===== src/rtl/ucm_map.svh =====
// Constants for the universal counter mode control block
`ifndef UCM_MAP_SVH
`define UCM_MAP_SVH

// ----------------------------------------------------------------------
// Function codes
// ----------------------------------------------------------------------
`define UCM_FN_FREQ      3'h1
`define UCM_FN_PERIOD    3'h2
`define UCM_FN_TI_SINGLE 3'h3
`define UCM_FN_TI_DOUBLE 3'h4
`define UCM_FN_RATIO     3'h5
`define UCM_FN_TOTAL     3'h6

// ----------------------------------------------------------------------
// Range bank layout and timing
// ----------------------------------------------------------------------
`define UCM_RANGE_COUNT  6
`define UCM_CHECK_BIT    6
`define UCM_CLK_HZ       25000000
`define UCM_REF_HZ       1000000
`define UCM_REF_DIV      (`UCM_CLK_HZ / `UCM_REF_HZ)
`define UCM_HOLD_STEP_US 10
`define UCM_HOLD_STEP_CYC ((`UCM_HOLD_STEP_US * `UCM_CLK_HZ) / 1000000)
`define UCM_COUNT_W      32
`define UCM_RESULT_RST   32'h0000_0000

`endif


===== src/rtl/ucm_pkg.sv =====
// Types for the universal counter mode control block
package ucm_pkg;

   typedef enum logic [2:0] {
      UCM_IDLE  = 3'b000,
      UCM_ARM   = 3'b001,
      UCM_COUNT = 3'b011,
      UCM_HOLD  = 3'b010,
      UCM_FROZE = 3'b110
   } ucm_state_e;

   typedef struct packed {
      logic [2:0] fnCode;
      logic [6:0] rangeBank;
      logic       startRise;
      logic       stopRise;
      logic       contactMode;
      logic [3:0] displayTime;
   } ucm_panel_s;

   typedef struct packed {
      logic [31:0] count;
      logic        valid;
      logic        gateOpen;
      logic        selfCheck;
   } ucm_result_s;

endpackage


===== src/rtl/ucm_decade_div.sv =====
// Decade prescaler chain selecting a tap by range index
`timescale 1ns/1ps
module ucm_decade_div
   import ucm_pkg::*;
(
   input  wire logic       ref_clk,
   input  wire logic       rst,
   input  wire logic       clear,
   input  wire logic       inPulse,
   input  wire logic [2:0] rangeIdx,
   output logic            outPulse
);
   // ------------------------------------------------------------------
   // Six cascaded decades; tap 0 passes the input straight through
   // ------------------------------------------------------------------
   logic [3:0] digit_ff     [0:5];
   logic [3:0] nxt_digit    [0:5];
   logic [6:0] carry;
   logic       outPulse_ff;
   logic       nxt_outPulse;

   always_comb begin
      // A pulse on the clearing edge is dropped so a new gate starts empty
      carry[0] = inPulse & ~clear;
      for (int i = 0; i < 6; i++) begin
         nxt_digit[i] = digit_ff[i];
         carry[i+1]   = 1'b0;
         if (clear) begin
            nxt_digit[i] = 4'h0;
         end else if (carry[i]) begin
            if (digit_ff[i] == 4'h9) begin
               nxt_digit[i] = 4'h0;
               carry[i+1]   = 1'b1;
            end else begin
               nxt_digit[i] = digit_ff[i] + 4'h1;
            end
         end
      end
      nxt_outPulse = (rangeIdx < 3'h6) ? carry[rangeIdx] : carry[0];
   end

   always_ff @(posedge ref_clk) begin
      for (int i = 0; i < 6; i++) begin
         digit_ff[i] <= rst ? 4'h0 : nxt_digit[i];
      end
      outPulse_ff <= rst ? 1'b0 : nxt_outPulse;
   end

   assign outPulse = outPulse_ff;
endmodule // ucm_decade_div


===== src/rtl/ucm_mode_ctrl.sv =====
// Measurement control for a six-function universal counter
`timescale 1ns/1ps
`include "ucm_map.svh"
// Behaviour
// - Codes 1,2,5: frequency, period, ratio
// - Code 3: start and stop on B
// - Code 4: start on B, stop A
// - Code 6: totalize A prescaled by range
// - Seven buttons: six decade ranges, check
// - Check selects self-check, release returns normal
// - Self-check replaces A with 1 MHz reference
// - Manual start/stop in interval and totalize
// - Independent start and stop edge polarity
// - Polarity also applies in contact mode
// - Reset clears everything, starts new cycle
// - Larger display time gives longer hold
// - Extreme hold freezes result until reset
// - Frequency: gate A pulses, auto restart
// - Period: divided A gates reference count
module ucm_mode_ctrl
   import ucm_pkg::*;
(
   input  wire logic        ref_clk,
   input  wire logic        rst,
   input  wire ucm_panel_s  panel,
   input  wire logic        chanA,
   input  wire logic        chanB,
   input  wire logic        manualStart,
   input  wire logic        manualStop,
   input  wire logic        resetCmd,
   output ucm_result_s      result
);
   // ------------------------------------------------------------------
   // Function decode
   // ------------------------------------------------------------------
   function automatic logic [2:0] fnDecode(input logic [2:0] code);
      if (code >= `UCM_FN_FREQ && code <= `UCM_FN_TOTAL) begin
         fnDecode = code;
      end else begin
         fnDecode = `UCM_FN_FREQ;
      end
   endfunction

   function automatic logic [2:0] rangeDecode(input logic [6:0] bank);
      rangeDecode = 3'h0;
      for (int i = `UCM_RANGE_COUNT - 1; i >= 0; i--) begin
         if (bank[i]) begin
            rangeDecode = i[2:0];
         end
      end
   endfunction

   function automatic logic edgeOf(input logic cur, input logic prev, input logic rise);
      edgeOf = rise ? (cur & ~prev) : (~cur & prev);
   endfunction

   logic [2:0] fn;
   logic [2:0] rangeIdx;
   logic       selfCheck;
   assign fn        = fnDecode(panel.fnCode);
   assign rangeIdx  = rangeDecode(panel.rangeBank);
   assign selfCheck = panel.rangeBank[`UCM_CHECK_BIT];

   // ------------------------------------------------------------------
   // 1 MHz reference from the 25 MHz standard
   // ------------------------------------------------------------------
   logic [4:0] refDiv_ff;
   logic [4:0] nxt_refDiv;
   logic       refTick;
   logic       refLevel;
   always_comb begin
      refTick    = (refDiv_ff == 5'(`UCM_REF_DIV - 1));
      nxt_refDiv = refTick ? 5'h00 : refDiv_ff + 5'h01;
      refLevel   = (refDiv_ff < 5'(`UCM_REF_DIV / 2));
   end

   // ------------------------------------------------------------------
   // Input edges; check substitutes the reference for channel A
   // ------------------------------------------------------------------
   logic srcA;
   logic prevA_ff;
   logic prevB_ff;
   logic aRise;
   logic bStartEdge;
   logic bStopEdge;
   logic aStopEdge;
   logic bRise;
   assign srcA       = selfCheck ? refLevel : chanA;
   assign aRise      = srcA & ~prevA_ff;
   assign bRise      = chanB & ~prevB_ff;
   assign bStartEdge = edgeOf(chanB, prevB_ff, panel.startRise);
   assign bStopEdge  = edgeOf(chanB, prevB_ff, panel.stopRise);
   assign aStopEdge  = edgeOf(srcA, prevA_ff, panel.stopRise);

   // ------------------------------------------------------------------
   // Gate and count sources per function
   // ------------------------------------------------------------------
   logic tbIn;
   logic tbOut;
   logic countPulse;
   logic gateCtl;
   logic startEv;
   logic stopEv;
   logic manualOk;
   always_comb begin
      tbIn       = refTick;
      countPulse = aRise;
      gateCtl    = 1'b0;
      startEv    = 1'b0;
      stopEv     = 1'b0;
      manualOk   = 1'b0;
      unique case (fn)
         `UCM_FN_FREQ: begin
            tbIn       = refTick;
            countPulse = aRise;
            gateCtl    = 1'b1;
         end
         `UCM_FN_PERIOD: begin
            tbIn       = aRise;
            countPulse = refTick;
            gateCtl    = 1'b1;
         end
         `UCM_FN_RATIO: begin
            tbIn       = bRise;
            countPulse = aRise;
            gateCtl    = 1'b1;
         end
         `UCM_FN_TI_SINGLE: begin
            tbIn       = refTick;
            countPulse = tbOut;
            startEv    = bStartEdge;
            stopEv     = bStopEdge;
            manualOk   = 1'b1;
         end
         `UCM_FN_TI_DOUBLE: begin
            tbIn       = refTick;
            countPulse = tbOut;
            startEv    = bStartEdge;
            stopEv     = aStopEdge;
            manualOk   = 1'b1;
         end
         `UCM_FN_TOTAL: begin
            tbIn       = aRise;
            countPulse = tbOut;
            startEv    = bStartEdge;
            stopEv     = bStopEdge;
            manualOk   = 1'b1;
         end
         default: begin
            tbIn = refTick;
         end
      endcase
      if (manualOk) begin
         startEv = startEv | manualStart;
         stopEv  = stopEv | manualStop;
      end
   end

   // ------------------------------------------------------------------
   // Time base decades
   // ------------------------------------------------------------------
   logic tbClear;
   ucm_decade_div u_tb (
      .ref_clk  (ref_clk),
      .rst      (rst),
      .clear    (tbClear),
      .inPulse  (tbIn),
      .rangeIdx (rangeIdx),
      .outPulse (tbOut)
   );

   // ------------------------------------------------------------------
   // Measurement sequencer
   // ------------------------------------------------------------------
   ucm_state_e state_ff;
   ucm_state_e nxt_state;
   logic [31:0] count_ff;
   logic [31:0] nxt_count;
   logic [31:0] shown_ff;
   logic [31:0] nxt_shown;
   logic        valid_ff;
   logic        nxt_valid;
   logic [23:0] hold_ff;
   logic [23:0] nxt_hold;
   logic [23:0] holdTarget;
   logic        infinite;
   // Hold grows linearly with the knob; a 4-bit knob is coarse but monotonic
   assign holdTarget = 24'(`UCM_HOLD_STEP_CYC) * {20'h0_0000, panel.displayTime};
   assign infinite   = (panel.displayTime == 4'hF);

   always_comb begin
      nxt_state = state_ff;
      nxt_count = count_ff;
      nxt_shown = shown_ff;
      nxt_valid = valid_ff;
      nxt_hold  = hold_ff;
      tbClear   = 1'b0;
      if (resetCmd) begin
         // Clears the display too, then re-arms at once
         nxt_state = UCM_ARM;
         nxt_count = `UCM_RESULT_RST;
         nxt_shown = `UCM_RESULT_RST;
         nxt_valid = 1'b0;
         nxt_hold  = 24'h00_0000;
         tbClear   = 1'b1;
      end else begin
         unique case (state_ff)
            UCM_IDLE: begin
               nxt_state = UCM_ARM;
            end
            UCM_ARM: begin
               nxt_count = `UCM_RESULT_RST;
               if (gateCtl) begin
                  // Gate opens on a time-base boundary, so it spans whole periods
                  if (tbIn) begin
                     tbClear   = 1'b1;
                     nxt_state = UCM_COUNT;
                  end
               end else if (startEv) begin
                  tbClear   = 1'b1;
                  nxt_state = UCM_COUNT;
               end
            end
            UCM_COUNT: begin
               if (gateCtl ? tbOut : stopEv) begin
                  // A gated close lags the boundary by one cycle; that pulse is the next gate's
                  nxt_shown = count_ff + {31'h0, countPulse & ~gateCtl};
                  nxt_valid = 1'b1;
                  nxt_hold  = 24'h00_0000;
                  nxt_state = infinite ? UCM_FROZE : UCM_HOLD;
               end else if (countPulse) begin
                  nxt_count = count_ff + 32'h0000_0001;
               end
            end
            UCM_HOLD: begin
               nxt_hold = hold_ff + 24'h00_0001;
               if (infinite) begin
                  nxt_state = UCM_FROZE;
               end else if (hold_ff >= holdTarget) begin
                  nxt_state = UCM_ARM;
               end
            end
            UCM_FROZE: begin
               nxt_state = UCM_FROZE;
            end
            default: begin
               nxt_state = UCM_IDLE;
            end
         endcase
      end
   end

   always_ff @(posedge ref_clk) begin
      if (rst) begin
         state_ff  <= UCM_IDLE;
         count_ff  <= `UCM_RESULT_RST;
         shown_ff  <= `UCM_RESULT_RST;
         valid_ff  <= 1'b0;
         hold_ff   <= 24'h00_0000;
         refDiv_ff <= 5'h00;
         prevA_ff  <= 1'b0;
         prevB_ff  <= 1'b0;
      end else begin
         state_ff  <= nxt_state;
         count_ff  <= nxt_count;
         shown_ff  <= nxt_shown;
         valid_ff  <= nxt_valid;
         hold_ff   <= nxt_hold;
         refDiv_ff <= nxt_refDiv;
         prevA_ff  <= srcA;
         prevB_ff  <= chanB;
      end
   end

   assign result.count     = shown_ff;
   assign result.valid     = valid_ff;
   assign result.gateOpen  = (state_ff == UCM_COUNT);
   assign result.selfCheck = selfCheck;
endmodule // ucm_mode_ctrl


===== config.mk =====
export PLATFORM = sky130hd
export DESIGN_NAME = ucm_mode_ctrl
export DESIGN_NICKNAME = d
export VERILOG_FILES = /design/src/rtl/ucm_pkg.sv /design/src/rtl/ucm_decade_div.sv /design/src/rtl/ucm_mode_ctrl.sv
export VERILOG_INCLUDE_DIRS = /design/src /design/src/rtl
export SDC_FILE = /design/constraint.sdc
export NUM_CORES = 1
export LEC_CHECK = 0
export ABC_AREA = 1
export BUFFER_PORTS_ARGS = -buffer_cell sky130_fd_sc_hd__clkbuf_2
export CORE_MARGIN = 1.5
export CORE_UTILIZATION = 50
export CTS_BUF_LIST = sky130_fd_sc_hd__clkbuf_16
export DETAILED_ROUTE_END_ITERATION = 16
export PLACE_DENSITY = 0.67
export SYNTH_ARGS = -nofsm -noshare
export SYNTH_HDL_FRONTEND = slang
export SYNTH_SLANG_ARGS = --single-unit
export TNS_END_PERCENT = 100

===== constraint.sdc =====
create_clock -name ref_clk -period 4.7 [get_ports ref_clk]
set_clock_uncertainty 0.1 [all_clocks]
set_input_delay 0.235 -clock ref_clk [delete_from_list [all_inputs] [get_ports ref_clk]]
set_output_delay 0.235 -clock ref_clk [all_outputs]
set_load 0.02 [all_outputs]

==> results.ini <==
[status]
status = finished clean

[synthesis]
synth-seq-cells = 120
seq_area_frac_synth = 0.321
ys_types = 42
ys_warn_count = 0
netlist_instances = 1099
synth-edff-count = 0
synth-main-ff-cell = dfxtp_1
synth_area_sq_um = 7480
synthesis.nets = 1162
synth.avg_cell_area_sq_um = 6.80
async_flop_share = 0

[final_layout]
final_cells = 1347
drive_gt1_frac = 0.0954
syn2layout_area_growth_pct = 14.7
fin_nets = 1213
antenna_cells = 0

[setup_path]
r2r-start = u_tb.outPulse
worstSetupEndpointType = register
worst_ep_arrival_time_ns = 4.33
cp_max_fo = 7
cpPeakStageDelay_ns = 0.63
crit_chain = clkbuf_2 -> fa_1 -> inv_1 -> fa_1 -> inv_1 -> ha_1 -> a21oi_1 -> nand2_1 -> a21oi_1 -> o21bai_1 -> nand2_1 -> nand2_1 -> a21oi_1 -> xor2_1 -> ha_1 -> nand2_1 -> nor3_1 -> and2_1 -> nand2_1 -> nand3_1 -> nor3_1 -> nor3_1 -> nand2_1 -> a21oi_1
r2r_slack_ns = 1.87
start_kind = primary input
crit_slowest_cell = fa_1
cpMostUsedCell = nand2_1
rr_worst_depth = 12
crit_type = primary input to register
timing.rr.end = shown_ff[28]
worst_ep_required_time_ns = 4.94

[sta]
max_freq_mhz = 245
tns_ns = 0
min_period_over_period = 0.868
finalSetupViolCount = 0
worstMarginPinSlew_ns = 0.756
slew_headroom = 0.492
fin_crit_ns = 4.08
whs_ns = 0.0338
hold_violations = 0
rsz0062_at_grt = false
slew_viol_final = 0

[global_routing]
grt_usage = 0.238
grt_pass1_wl_microns = 30800
grt_max_degree = 62
grt-ovfl-total = 0
grt_pass1_vias = 6555
antenna_found_initial = 0

[route]
route.met2.wl_microns = 8670
viasPerCell = 5.30
route.vias.total = 7145
drcViolationCount = 0
drt_iter0_drc = 608
wirelength_microns = 18400
route.met3.wl_microns = 722
wl_per_cell_microns = 13.7
highest-signal-layer = met4
final_antenna_net_count = 0
met1Wirelength_microns = 8650
drt-pass1-iter-count = 5

[hold_path]
hp-class = primary input to register
holdPathStages = 3
worstHoldStart = panel[13]
whs_endpoint = prevA_ff

[clock_tree]
cts_tree = built
cts.clk_slew.worst_paths_ns = 0.05
clkSinkCount = 120
cts_buffer_depth = 2
cts_inserted_buffers = 17
root_buffer = clkbuf_16
htreeDepth = 4
clk_latency_ns = 0.42

[die]
core_area_sq_um = 14600
fp.dieArea_sq_um = 15700
fp.dieW_microns = 125
die_h_microns = 125
start_util = 0.512
row_count = 44
ios = 59

[place]
gp_congestion = 0.961
dpl.hpwl_microns = 13400
dp_cells = 1312
io_buffers = 57

[power_and_ir_drop]
power_mw = 2.74
p_leak_nw = 3.32
power.density_nw_per_um2 = 320
vdd_ir_drop_max_uv = 279

[job]
cap_viol_max_count = 0

-- metrics by stage --
stage	area, sq um	worst slack [ns]	util
after detailed placement	7910	0.234	0.542
after global placement	7910	0.321	0.542
after CTS	8570	0.633	0.588
after global routing	8570	0.311	0.588
after floorplan	7480	0.791	-
final	8570	0.619	0.588
-- Yosys cell counts, types with 2 or more instances --
cell type / n / area share
nor4_1: 11 / 0.0092
buf_2: 9 / 0.0060
inv_1: 126 / 0.063
buf_4: 2 / 0.0020
nand3_1: 88 / 0.059
o21bai_1: 3 / 0.0030
fa_1: 7 / 0.019
o21a_1: 2 / 0.0020
xnor2_1: 18 / 0.021
or2_2: 2 / 0.0017
clkinv_1: 3 / 0.0015
o21ai_0: 66 / 0.044
clkbuf_1: 26 / 0.013
nor3_1: 34 / 0.023
nor2_2: 2 / 0.0017
a21oi_1: 114 / 0.076
nor2_1: 133 / 0.067
nand2_1: 194 / 0.097
o221ai_1: 2 / 0.0023
ha_1: 32 / 0.054
o22ai_1: 4 / 0.0033
nand4_1: 23 / 0.019
o211ai_1: 6 / 0.0060
xor2_1: 49 / 0.057
nor3b_1: 3 / 0.0030
dfxtp_1: 120 / 0.32
nand3b_1: 5 / 0.0050
-- what timing repair did --
item | in CTS | in global routing
setup buffers | 0 | 0
hold endpoints to repair | 3 | 0
hold buffers | 3 | 0
resized for setup | 0 | 0
-- worst max path at each step --
| stage | start | to | slack [ns] |
|---|---|---|---|
| detailed placement | panel[2] | state_ff[0] | 0.23 |
| CTS | panel[2] | state_ff[0] | 0.63 |
| global route | panel[2] | state_ff[0] | 0.31 |
| floorplan | panel[1] | state_ff[0] | 0.79 |
| global placement | panel[1] | state_ff[0] | 0.32 |
| finish | panel[2] | state_ff[0] | 0.62 |
-- worst max-delay path: cells and delay by family --
| family | cells | cell delay [ns] |
|---|---|---|
| fa+ha+maj | 4 | 1.78 |
| buf+inv | 3 | 0.28 |
| compound gates | 5 | 0.67 |
| simple gates | 11 | 1.23 |
| xor+xnor | 1 | 0.10 |
-- registers in the layout, summed over array words and instances, names as in the netlist --
signal / count
shown_ff: 32
u_tb.digit_ff: 20
prevB_ff: 1
valid_ff: 1
state_ff: 3
prevA_ff: 1
count_ff: 32
refDiv_ff: 5
u_tb.outPulse: 1
hold_ff: 24
-- cells by family (layout without fill, tap and decap cells) --
| group | count (synthesis) | in the layout | share of synthesized area |
|---|---|---|---|
| AO/OA/AOI/OAI | 199 | 199 | 0.139 |
| XOR/XNOR | 67 | 67 | 0.0785 |
| adder cells (fa/ha/maj) | 39 | 39 | 0.0723 |
| buffers and inverters | 169 | 233 | 0.0884 |
| flip-flops | 120 | 120 | 0.321 |
| AND/OR/NAND/NOR | 505 | 505 | 0.301 |
-- routing by layer --
layer  track usage  up-vias
met2         0.392      150
met5             0        -
li1              -     3737
met3        0.0424       37
met4        0.0842        0
met1         0.315     3221
-- area by class of cell --
| type | instances | area [sq um] |
|---|---|---|
| clock buffer | 17 | 425 |
| timing repair buffer | 71 | 398 |
| inverter | 130 | 488 |
| clock inverter | 15 | 210 |
| tap | 184 | 230 |
| fill | 1406 | 6020 |
| multi-input combinational | 810 | 4420 |
| sequential | 120 | 2400 |
-- where the power goes --
| part | internal [mW] | switching (mW) | leakage, nW |
|---|---|---|---|
| registers | 1.03 | 0.00554 | 0.968 |
| clock network | 0.933 | 0.480 | 0.317 |
| logic | 0.104 | 0.194 | 2.04 |
| total | 2.06 | 0.679 | 3.32 |
-- cells in the final DEF (no fill, tap or decap), types with 17 or more instances in the layout --
| master | n |
|---|---|
| a21oi_1 | 114 |
| clkbuf_16 | 17 |
| clkbuf_2 | 57 |
| dfxtp_1 | 120 |
| ha_1 | 32 |
| inv_1 | 128 |
| nand2_1 | 193 |
| nand3_1 | 88 |
| nand4_1 | 23 |
| nor2_1 | 132 |
| nor3_1 | 34 |
| o21ai_0 | 66 |
| xnor2_1 | 18 |
| xor2_1 | 49 |
(Power assumes the default switching activity.)
